===== src/shared/iwlc_defines.svh =====
// constants of the interrupt, watchdog and low-voltage block
// assumes a 40 MHz instruction clock and a slow watchdog tick enable
// How it works
// - soft interrupt vectors to 0x001, clears global enable
// - enabled pending flag with global enable vectors 0x008
// - each source sets sticky flag until written zero
// - flag reads as set only when enabled
// - return instruction sets global enable, resumes
// - enable and disable instructions drive global enable
// - timer0 wrap 0xFF to 0x00 sets flag
// - timer1 count 0xFF to 0x00 sets flag
// - watchdog counting gated by run enable bit
// - timeout resets or interrupts, clears timeout status
// - two option bits pick base timeout period
// - prescaler attach lengthens timeout by selected ratio
// - clear instruction, with prescaler attached, clears counter, prescaler, sets status
// - interrupt mode expiry sets watchdog flag bit 6
// - watchdog runs from a free tick divided from the system clock
// - low supply with detector enabled drives state low
// - live detector state readable by software
// - timer0 flag and enable at bit 0
// - timer1 flag and enable at bit 3
// - low supply sets low-voltage flag
`ifndef IWLC_DEFINES_SVH
`define IWLC_DEFINES_SVH
`define IWLC_SW_VECTOR 11'h001
`define IWLC_HW_VECTOR 11'h008
`define IWLC_BIT_T0 0
`define IWLC_BIT_T1 3
`define IWLC_BIT_WDOG 6
`define IWLC_BIT_LVD 7
`define IWLC_FLAG_RST 8'h00
`define IWLC_TO_RST 1'b1
// base periods in microseconds, counted in watchdog ticks of 1 us
`define IWLC_WDT_P0_US 3500
`define IWLC_WDT_P1_US 15000
`define IWLC_WDT_P2_US 60000
`define IWLC_WDT_P3_US 250000
`define IWLC_TICK_NS 1000
`define IWLC_CLK_NS 25
`endif


===== src/shared/iwlc_pkg.sv =====
// types of the interrupt, watchdog and low-voltage block
// assumes the defines header is compiled alongside
package iwlc_pkg;
   typedef enum logic [1:0] {
      IWLC_RUN = 2'b00,
      IWLC_VEC = 2'b01,
      IWLC_SVC = 2'b10
   } iwlc_state_t;
endpackage


===== src/rtl/iwlc_ctrl.sv =====
// interrupt controller with watchdog and low-voltage flag path
// assumes the core pulses one instruction strobe per cycle, synchronous inputs
`timescale 1ns/1ps
`include "iwlc_defines.svh"
`default_nettype none
module iwlc_ctrl #(
   parameter int CNT_W = 18,
   parameter int TICKS_P0 = `IWLC_WDT_P0_US * 1000 / `IWLC_TICK_NS,
   parameter int TICKS_P1 = `IWLC_WDT_P1_US * 1000 / `IWLC_TICK_NS,
   parameter int TICKS_P2 = `IWLC_WDT_P2_US * 1000 / `IWLC_TICK_NS,
   parameter int TICKS_P3 = `IWLC_WDT_P3_US * 1000 / `IWLC_TICK_NS,
   parameter int TICK_DIV = `IWLC_TICK_NS / `IWLC_CLK_NS
) (
   input wire logic sys_clk,
   input wire logic nrst,
   // instruction strobes from the sequencer
   input wire logic swIntInstr,
   input wire logic returnIrqInstr,
   input wire logic enableIrqInstr,
   input wire logic disableIrqInstr,
   input wire logic wdogClearInstr,
   // flag and enable register access
   input wire logic flagWrite,
   input wire logic [7:0] flagWrData,
   input wire logic enableWrite,
   input wire logic [7:0] enableWrData,
   // event sources
   input wire logic [7:0] timer0Count,
   input wire logic [7:0] timer1Count,
   input wire logic lowvoltCompare,
   // configuration options and control bits
   input wire logic wdogCfgEnable,
   input wire logic wdogCfgIrqMode,
   input wire logic [1:0] wdogCfgPeriod,
   input wire logic wdogRunEnable,
   input wire logic prescalerToWdog,
   input wire logic [2:0] prescalerRatioSel,
   input wire logic lowvoltEnable,
   // outputs to the core
   output logic vectorLoad,
   output logic [10:0] vectorAddr,
   output logic globalIrqEnable,
   output logic [7:0] irqFlagRead,
   output logic [7:0] irqEnableReg,
   output logic irqPending,
   output logic wdogResetReq,
   output logic timeoutStatusFlag,
   output logic lowvoltState
);
   typedef struct packed {
      iwlc_pkg::iwlc_state_t fsm;
      logic global_irq_enable;
      logic [7:0] flags;
      logic [7:0] en;
      logic [7:0] t0Prev;
      logic [7:0] t1Prev;
      logic lvPrev;
      logic lvState;
      logic toFlag;
      logic vecLoad;
      logic [10:0] vec;
      logic wdRst;
      logic [15:0] div;
      logic tick;
   } iwlc_st_t;
   iwlc_st_t st, next_st;
   logic wdExpire;
   logic [7:0] events;
   logic hwTake;

   initial begin
      if (TICK_DIV < 1) $error("watchdog tick divider must be at least one");
      if (TICKS_P3 >= (1 << CNT_W)) $error("watchdog counter too narrow");
   end

   // flag bit reads back set only where enabled
   function automatic logic [7:0] masked(input logic [7:0] f, input logic [7:0] e);
      masked = f & e;
   endfunction

   iwlc_wdog #(
      .CNT_W(CNT_W)
   ) u_wdog (
      .sysClk(sys_clk),
      .nRst(nrst),
      .tickEn(st.tick),
      .runEn(wdogCfgEnable && wdogRunEnable),
      .clearCmd(wdogClearInstr && prescalerToWdog),
      .psAttach(prescalerToWdog),
      .irqMode(wdogCfgIrqMode),
      .psSel(prescalerRatioSel),
      .periodSel(wdogCfgPeriod),
      .limP0(CNT_W'(TICKS_P0)),
      .limP1(CNT_W'(TICKS_P1)),
      .limP2(CNT_W'(TICKS_P2)),
      .limP3(CNT_W'(TICKS_P3)),
      .expire(wdExpire)
   );

   // event detection: wraps of the timers, expiry and falling detector
   always_comb begin
      events = 8'h00;
      events[`IWLC_BIT_T0] = (st.t0Prev == 8'hFF) && (timer0Count == 8'h00);
      events[`IWLC_BIT_T1] = (st.t1Prev == 8'hFF) && (timer1Count == 8'h00);
      events[`IWLC_BIT_WDOG] = wdExpire && wdogCfgIrqMode;
      events[`IWLC_BIT_LVD] = st.lvPrev && !st.lvState;
      // one shared request, no priority between sources
      hwTake = st.global_irq_enable && (|masked(st.flags, st.en)) && (st.fsm == iwlc_pkg::IWLC_RUN);
   end

   always_comb begin
      next_st = st;
      next_st.vecLoad = 1'b0;
      next_st.wdRst = 1'b0;
      next_st.t0Prev = timer0Count;
      next_st.t1Prev = timer1Count;
      next_st.lvPrev = st.lvState;
      // detector output low while enabled and supply below threshold
      next_st.lvState = lowvoltEnable ? lowvoltCompare : 1'b1;
      // free tick divider for the watchdog time base
      if (st.div >= 16'(TICK_DIV - 1)) begin
         next_st.div = 16'h0000;
         next_st.tick = 1'b1;
      end else begin
         next_st.div = st.div + 16'h0001;
         next_st.tick = 1'b0;
      end
      if (enableWrite) begin
         next_st.en = enableWrData;
      end
      // set beats clear so a simultaneous event is not lost
      if (flagWrite) begin
         next_st.flags = st.flags & flagWrData;
      end
      next_st.flags = next_st.flags | events;
      // global enable: enable or return wins over disable when strobes collide
      if (enableIrqInstr || returnIrqInstr) begin
         next_st.global_irq_enable = 1'b1;
      end else if (disableIrqInstr) begin
         next_st.global_irq_enable = 1'b0;
      end
      if (wdogClearInstr && prescalerToWdog) begin
         next_st.toFlag = 1'b1;
      end
      if (wdExpire) begin
         next_st.toFlag = 1'b0;
         next_st.wdRst = !wdogCfgIrqMode;
      end
      case (st.fsm)
         iwlc_pkg::IWLC_RUN: begin
            if (swIntInstr) begin
               next_st.vecLoad = 1'b1;
               next_st.vec = `IWLC_SW_VECTOR;
               next_st.global_irq_enable = 1'b0;
               next_st.fsm = iwlc_pkg::IWLC_VEC;
            end else if (hwTake) begin
               next_st.vecLoad = 1'b1;
               next_st.vec = `IWLC_HW_VECTOR;
               next_st.global_irq_enable = 1'b0;
               next_st.fsm = iwlc_pkg::IWLC_VEC;
            end
         end
         iwlc_pkg::IWLC_VEC: begin
            next_st.fsm = iwlc_pkg::IWLC_SVC;
         end
         iwlc_pkg::IWLC_SVC: begin
            // nesting allowed once firmware re-enables inside the routine
            if (returnIrqInstr) begin
               next_st.fsm = iwlc_pkg::IWLC_RUN;
            end else if (swIntInstr || (st.global_irq_enable && |masked(st.flags, st.en))) begin
               next_st.vecLoad = 1'b1;
               next_st.vec = swIntInstr ? `IWLC_SW_VECTOR : `IWLC_HW_VECTOR;
               next_st.global_irq_enable = 1'b0;
               next_st.fsm = iwlc_pkg::IWLC_VEC;
            end
         end
         default: begin
            next_st.fsm = iwlc_pkg::IWLC_RUN;
         end
      endcase
   end

   always_ff @(posedge sys_clk or negedge nrst) begin
      if (!nrst) begin
         st <= '0;
         st.flags <= `IWLC_FLAG_RST;
         st.toFlag <= `IWLC_TO_RST;
         st.lvState <= 1'b1;
         st.lvPrev <= 1'b1;
         st.fsm <= iwlc_pkg::IWLC_RUN;
      end else begin
         st <= next_st;
      end
   end

   assign vectorLoad = st.vecLoad;
   assign vectorAddr = st.vec;
   assign globalIrqEnable = st.global_irq_enable;
   assign irqFlagRead = masked(st.flags, st.en);
   assign irqEnableReg = st.en;
   assign irqPending = st.global_irq_enable && (|masked(st.flags, st.en));
   assign wdogResetReq = st.wdRst;
   assign timeoutStatusFlag = st.toFlag;
   assign lowvoltState = st.lvState;
endmodule
`default_nettype wire


===== src/rtl/iwlc_wdog.sv =====
// watchdog counter with optional prescaler stage
// assumes tickEn is a one-cycle pulse from the free tick divider of the system clock
`timescale 1ns/1ps
`include "iwlc_defines.svh"
`default_nettype none
module iwlc_wdog #(
   parameter int CNT_W = 18
) (
   input wire logic sysClk,
   input wire logic nRst,
   input wire logic tickEn,
   input wire logic runEn,
   input wire logic clearCmd,
   input wire logic psAttach,
   input wire logic irqMode,
   input wire logic [2:0] psSel,
   input wire logic [1:0] periodSel,
   input wire logic [CNT_W-1:0] limP0,
   input wire logic [CNT_W-1:0] limP1,
   input wire logic [CNT_W-1:0] limP2,
   input wire logic [CNT_W-1:0] limP3,
   output logic expire
);
   typedef struct packed {
      logic [CNT_W-1:0] cnt;
      logic [7:0] ps;
      logic exp;
   } iwlc_wd_t;
   iwlc_wd_t st, next_st;
   logic [CNT_W-1:0] lim;
   logic [8:0] psMax;

   initial begin
      if (CNT_W < 18) $error("watchdog counter too narrow for 250 ms");
   end

   // prescaler ratio: reset mode 1:1..1:128, interrupt mode 1:2..1:256
   always_comb begin
      case (periodSel)
         2'd0: lim = limP0;
         2'd1: lim = limP1;
         2'd2: lim = limP2;
         default: lim = limP3;
      endcase
      // shift amount widened so 1:256 does not wrap back to 1:1
      psMax = psAttach ? (9'h001 << ({1'b0, psSel} + {3'b000, irqMode})) : 9'h001;
   end

   // one base period elapses per wrap; prescaler counts wraps
   always_comb begin
      next_st = st;
      next_st.exp = 1'b0;
      if (clearCmd) begin
         next_st.cnt = '0;
         next_st.ps = 8'h00;
      end else if (tickEn && runEn) begin
         if (st.cnt >= lim - 1'b1) begin
            next_st.cnt = '0;
            if ({1'b0, st.ps} >= psMax - 9'h001) begin
               next_st.ps = 8'h00;
               next_st.exp = 1'b1;
            end else begin
               next_st.ps = st.ps + 8'h01;
            end
         end else begin
            next_st.cnt = st.cnt + 1'b1;
         end
      end
   end

   always_ff @(posedge sysClk or negedge nRst) begin
      if (!nRst) begin
         st <= '0;
      end else begin
         st <= next_st;
      end
   end

   assign expire = st.exp;
endmodule
`default_nettype wire


===== config.mk =====
export PLATFORM = sky130hd
export DESIGN_NAME = iwlc_ctrl
export DESIGN_NICKNAME = d
export VERILOG_FILES = /design/src/shared/iwlc_pkg.sv /design/src/rtl/iwlc_ctrl.sv /design/src/rtl/iwlc_wdog.sv
export VERILOG_INCLUDE_DIRS = /design/src /design/src/shared
export SDC_FILE = /design/constraint.sdc
export NUM_CORES = 1
export LEC_CHECK = 0
export BUFFER_PORTS_ARGS = -buffer_cell sky130_fd_sc_hd__buf_2
export CAP_MARGIN = 30
export CORE_UTILIZATION = 33
export CTS_BUF_LIST = sky130_fd_sc_hd__clkbuf_8
export DETAILED_ROUTE_END_ITERATION = 7
export PLACE_DENSITY_LB_ADDON = 0.08
export SLEW_MARGIN = 0
export SYNTH_ARGS = -nofsm -noshare
export SYNTH_HDL_FRONTEND = slang
export SYNTH_SLANG_ARGS = --single-unit

===== constraint.sdc =====
create_clock -name sys_clk -period 2.65 [get_ports sys_clk]
set_input_delay 0.1325 -clock sys_clk [delete_from_list [all_inputs] [get_ports sys_clk]]
set_output_delay 0.1325 -clock sys_clk [all_outputs]
set_load 0.01 [all_outputs]

==> reports/qor.yml, run 1 <==
die:
  die_w_um: 122
  design.core.area_mm2: 0.0139
  start_util_pct: 34.0
  die_h_um: 122
  dieArea_mm2: 0.0148
  rows: 43
  io_pins: 85
final_layout:
  nNetsFinal: 715
  fin_util_pct: 45.2
  syn2layout_area_growth_pct: 33.2
  final_cell_mix: "dfrtp_1, buf_2, buf_4"
  insertedDiodeCount: 0
  layout_commonest_cell: "dfrtp_1"
  drive_above_1_share_pct: 29.1
timing:
  setup_slack_ns: -0.335
  finalHoldViolCount: 0
  worstMarginPinSlew_ns: 0.733
  period_minus_slack_ns: 2.98
  rsz0062_at_grt: "yes"
  setup_tns_ns: -2.54
  max_slew_margin_pct: 51.0
  maxSlewViolCount: 0
  fmax_mhz: 335
  final-setup-viol-count: 9
  clock_skew_ns: 0.00562
  min_period_over_period_pct: 113
flow_run:
  max_cap_viol_count: 0
setup_path:
  slowest_stage: "a2111oi_4"
  slowest_delay_ns: 0.45
  critPathArrivalTime_ns: 3.23
  end_kind: "flip-flop"
  crit_required_ns: 2.90
  cp_common_cell: "ha_4"
  crit_type: "input port to flip-flop"
  start_kind: "input port"
  cp_max_fo: 6
  worstPathCellList: "buf_8, ha_4, ha_4, xor2_2, nor2_2, nand3_2, ha_4, or4_4, a21oi_2, a21oi_1, ha_1, nand3_1, nand2_1, a41oi_2, a2111oi_4, and4b_1, o31a_1"
drt:
  routedWlPerCell_um: 14.2
  vias: 4001
  drc: 0
  vias_per_cell: 4.95
  drtPass1Iterations: 4
  drt_wl_total_um: 11500
  drt_iter0_drc: 166
  ant_nets: 0
logic_synthesis:
  synth_area_per_cell_um2: 10.1
  synth_area_leaders: "dfrtp_1, ha_1, nand2_1"
  synth_seq_area_share_pct: 45.6
  synth_top_cell_area_share_pct: 43.9
  postSynthCellCount: 469
  synth-edff-count: 0
  synth_cell_types: 55
  yosysTopAreaCell: "dfrtp_1"
  synth_area_mm2: 0.00473
  synth_top_flop_cell: "dfrtp_1"
  yosys_warnings: 0
  synthArstFlopShare_pct: 100
  yosys_register_bits: 86
cts:
  clockBufferDepth: 2
  worstSkewPairLatency_ns: 0.35
  cts_root_buf: "clkbuf_8"
  clk_pin_slew_worst_paths_ns: 0.09
  numCtsBuffers: 9
  clock_sinks: 86
  cts_tree: "built"
  htree_num_levels: 3
place:
  portBuffers: 75
  place_congestion: 0.764
  dp_hpwl_um: 8220
power_and_ir_drop:
  leakagePower_nw: 3.00
  ir_drop_v: 0.000324
  powerDensity_mw_per_mm2: 482
grt:
  grt_pass1_vias: 3909
  antenna_found_initial: 0
  grt_max_degree: 46
  track_usage_pct: 16.3
  grt_pass1_wl_um: 18900
  overflow: 0
run_status:
  status: "finished with violations"
  violations: "negative setup slack"
min_path:
  min_path_type: "input port to flip-flop"
-- per-layer routing --
metal / share of wire, % / wire length [um] / GRT usage (%) / up-vias
met1: 46 / 5320 / 21.2 / 1930
met3: 2.6 / 297 / 2.76 / 14
met5: 0 / 0 / 0 / -
met4: 1.4 / 159 / 5.56 / 0
li1: - / - / - / 1983
met2: 50 / 5700 / 27.3 / 74
-- report_power, final --
part / switching, mW / internal [mW]
Sequential: 0.0543 / 1.39
Combinational: 0.302 / 0.293
Clock: 0.499 / 0.494
Total: 0.856 / 2.18
-- flip-flops by register name (all words and copies together), names as in the netlist --
name	flops
u_wdog.st	26
u_wdog.expire	1
globalIrqEnable	1
vectorLoad	1
wdogResetReq	1
vectorAddr	2
timeoutStatusFlag	1
st	44
lowvoltState	1
irqEnableReg	8
-- cell families after synthesis --
group | count (synthesis) | synth area share (%)
xor gates and xnor gates | 8 | 1.64
buffers and inverters | 52 | 6.00
adders and majority gates | 39 | 10.3
DFF | 86 | 45.6
and+or+nand+nor | 171 | 18.4
AOI/OAI and AO/OA | 103 | 15.9
muxes | 9 | 2.14
other | 1 | 0.0792
-- stage by stage --
stage                     setup WS, ns  hold slack [ns]  cells  instance area, um^2  power (mW)
final                           -0.335           0.0276    809                 6300        3.04
after global routing            -0.487          0.00627    809                 6300        3.21
after CTS                       -0.308          0.00207    807                 6220        3.06
after detailed placement        -0.998            0.179    748                 5570        1.99
after global placement          -0.949            0.177    748                 5570        1.98
after floorplan                 -0.753           -0.163    487                 4860        1.79
-- worst max-delay path: cells and delay by family --
kind | cells | cell delay, ns
AND/OR/NAND/NOR | 6 | 1.09
XOR/XNOR | 1 | 0.19
adder cells (fa/ha/maj) | 4 | 0.80
buffers and inverters | 1 | 0.11
AO/OA/AOI/OAI | 5 | 0.90
-- final timing paths --
kind | start | endpoint | slack, ns | cells after the start
min | flagWrData[6] | st[63]$_DFF_PN0_ | 0.03 | 3
max | wdogCfgIrqMode | u_wdog.st[5]$_DFFE_PN0P_ | -0.33 | 17
min reg2reg | lowvoltState$_DFF_PN1_ | st[32]$_DFF_PN1_ | 0.37 | 0
max reg2reg | u_wdog.st[22]$_DFFE_PN0P_ | u_wdog.st[5]$_DFFE_PN0P_ | 0.19 | 8
max in group asynchronous | nrst | timeoutStatusFlag$_DFFE_PN1P_ | 1.62 | 3
min in group asynchronous | nrst | st[46]$_DFF_PN0_ | 0.30 | 2
-- timing repair --
action | 4_1_cts | 5_1_grt
gates resized for setup | 9 | 14
buffers inserted | 9 | 2
hold endpoints to repair | 73 | 0
cloned | 0 | 0
pin swaps | 12 | 1
hold buffers | 34 | 0
setup endpoints to repair | 9 | 9
-- Yosys cell counts, types with 3 or more instances --
library cell,n
nor3b_1,6
a21oi_1,16
nand2_1,47
o21a_1,14
clkbuf_1,9
nor4_1,15
a31oi_1,4
a211oi_1,4
dfstp_2,3
a21o_1,3
o311ai_0,7
buf_4,19
nor2b_1,4
dfrtp_1,83
inv_1,20
or2_2,3
o211a_1,3
xnor2_1,3
nor3_1,7
nor2_1,30
and3_1,7
and2_1,14
a41oi_1,3
or4_1,5
nand4_1,7
xor2_1,4
ha_1,39
a211o_1,7
o31ai_1,4
o21ai_0,18
nand3_1,20
o22ai_1,4
mux2_2,9
-- layout make-up --
| class | count | area (um^2) |
|---|---|---|
| flip-flops and latches | 86 | 2160 |
| well taps | 180 | 225 |
| multi-input cells | 349 | 2510 |
| clock buffers | 11 | 151 |
| repair buffers | 158 | 1130 |
| inverters | 20 | 75.1 |
| fillers | 1347 | 7630 |
| clock inverters | 5 | 62.6 |
Power figures use the tool's default switching activity.
==> run 2: changes to the inputs <==
CORE_UTILIZATION = 58   (was 33)
==> run 2 against run 1 <==
  * The flow still finishes with violations (negative setup slack)
  * First-iteration DRC count increased by 12%
  * Register-to-register slack worse by 0.04 ns
  * Critical path depth grew 1
  * Sequential cell count stayed put
  * Clock power is 13% lower
  * Hold slack worse by 0.016 ns
  * Combinational power increased by 5.7%
  * Worst setup slack lost 0.028 ns
  * Wire length is 0.94% higher
  * Clock skew grew 0.012 ns
  * Global-route usage grew 13 points
  * Critical endpoint unchanged
  * Highest routed layer unchanged
==> reports/qor.yml, run 2 (same netlist as run 1, synthesis figures left out) <==
run_status:
  status: "finished with violations"
  violations: "negative setup slack"
timing:
  setup_slack_ns: -0.362
  rsz0062_at_grt: "yes"
  worstMarginPinSlew_ns: 0.807
  clock_skew_ns: 0.0177
  period_minus_slack_ns: 3.01
  final-setup-viol-count: 9
  maxSlewViolCount: 0
  fmax_mhz: 332
  holdWs_ns: 0.0117
  setup_tns_ns: -2.57
  max_slew_margin_pct: 46.0
  finalHoldViolCount: 0
  min_period_over_period_pct: 114
flow_run:
  max_cap_viol_count: 0
grt:
  grt_pass1_wl_um: 19200
  grt_pass1_vias: 4192
  grt_max_degree: 45
  antenna_found_initial: 0
  overflow: 0
  track_usage_pct: 28.9
min_path:
  worst_hold_path.num_cells: 3
  min_path_type: "input port to flip-flop"
drt:
  drt_iter0_drc: 186
  drc: 0
  vias_per_cell: 5.66
  routedWlPerCell_um: 15.8
  vias: 4157
  drt_wl_total_um: 11600
  drtPass1Iterations: 4
  ant_nets: 0
power_and_ir_drop:
  p_switching_uw: 886
  powerDensity_mw_per_mm2: 475
  p_clk_share_pct: 29.3
  p_total_mw: 2.94
  leakagePower_nw: 3.00
  power_frac_comb_pct: 21.4
  intPower_mw: 2.06
  ir_drop_v: 0.000396
  seq_power_share_pct: 49.3
  p_sw_share_pct: 30.1
setup_path:
  crit_type: "input port to flip-flop"
  critPathArrivalTime_ns: 3.26
  cp_max_fo: 5
  end_kind: "flip-flop"
  crit_required_ns: 2.90
  reg2reg_depth: 9
  start_kind: "input port"
die:
  die_h_um: 92.3
  design.core.area_mm2: 0.00781
  io_pins: 85
  dieArea_mm2: 0.00852
  start_util_pct: 60.6
  die_w_um: 92.3
  rows: 32
final_layout:
  layout.cells.non_filler: 734
  largest_reg_flops: 44
  insertedDiodeCount: 0
  syn2layout_area_growth_pct: 30.9
  top_register: "st"
  layout_commonest_cell: "dfrtp_1"
  design_area_mm2: 0.00619
  final_cell_mix: "dfrtp_1, buf_2, buf_4"
  drive_above_1_share_pct: 29.7
  nNetsFinal: 718
  fin_util_pct: 79.3
place:
  portBuffers: 75
  place_ws_ns: -0.905
  place_congestion: 0.856
  detailed_place.area_mm2: 0.00550
  dp_hpwl_um: 7730
  place_inst: 675
cts:
  cts_root_buf: "clkbuf_8"
  clockBufferDepth: 2
  worstSkewPairLatency_ns: 0.37
  clock_sinks: 86
  htree_num_levels: 3
  clk_pin_slew_worst_paths_ns: 0.09
  numCtsBuffers: 9
  cts_tree: "built"
-- run 2: cell types whose count changed in the layout (fill, tap and decap cells not counted), moves of 2 or more --
cell / delta
clkinvlp_4: -2
ha_2: +3
clkinv_2: +2
ha_4: -2
buf_4: +5
clkbuf_8: -2
inv_6: +2
-- run 2: worst max-delay path, cell delays in order --
cell and delay, ns:
buf_8 0.10, ha_4 0.15, ha_4 0.18, xor2_2 0.18
nor2_2 0.14, nand3_1 0.11, ha_2 0.20, or4_1 0.39
a21oi_1 0.14, a21oi_1 0.06, ha_2 0.35, nand3_2 0.07
nand2_2 0.08, a41oi_2 0.05, a2111oi_4 0.41, buf_4 0.19
nor2_1 0.04, o31a_1 0.28
-- run 2: routing by layer --
metal / vias up / track usage (%) / part of all wire (%)
li1: 1995 / - / -
met1: 2040 / 34.7 / 41
met2: 102 / 52.5 / 54
met3: 20 / 4.93 / 3.4
met4: 0 / 9.11 / 1.7
met5: - / 0 / 0
-- run 2: repair_timing --
action                                  CTS  global route
endpoints found under the setup margin    9             9
hold buffers                             32             1
pin swaps                                21             9
setup buffers                             7             3
endpoints found under the hold margin    73             1
resized for setup                        13            11
-- run 2: path summary, 6_finish.rpt --
kind	to	slack, ns	start
max	u_wdog.st[5]$_DFFE_PN0P_	-0.36	wdogCfgIrqMode
min	st[64]$_DFF_PN0_	0.01	flagWrData[7]
min in group asynchronous	st[59]$_DFFE_PN0P_	0.30	nrst
max reg2reg	u_wdog.st[2]$_DFFE_PN0P_	0.15	u_wdog.st[22]$_DFFE_PN0P_
min reg2reg	st[32]$_DFF_PN1_	0.38	lowvoltState$_DFF_PN1_
max in group asynchronous	lowvoltState$_DFF_PN1_	1.65	nrst
-- run 2: power by group through the flow --
stage                     clock network [mW]  logic [mW]  registers (mW)
after floorplan                            0       0.326            1.46
after detailed placement                   0       0.515            1.47
final                                  0.861       0.629            1.45
after global placement                     0       0.495            1.47
after CTS                              0.867       0.596            1.45
after global routing                   0.930       0.691            1.46
-- run 2: area by class of cell --
cell class | instances | area (um^2)
inverter | 20 | 75.1
multi-input combinational | 349 | 2520
sequential | 86 | 2160
clock inverter | 7 | 53.8
tap | 102 | 128
timing repair buffer | 161 | 1130
clock buffer | 9 | 124
fill | 507 | 1610
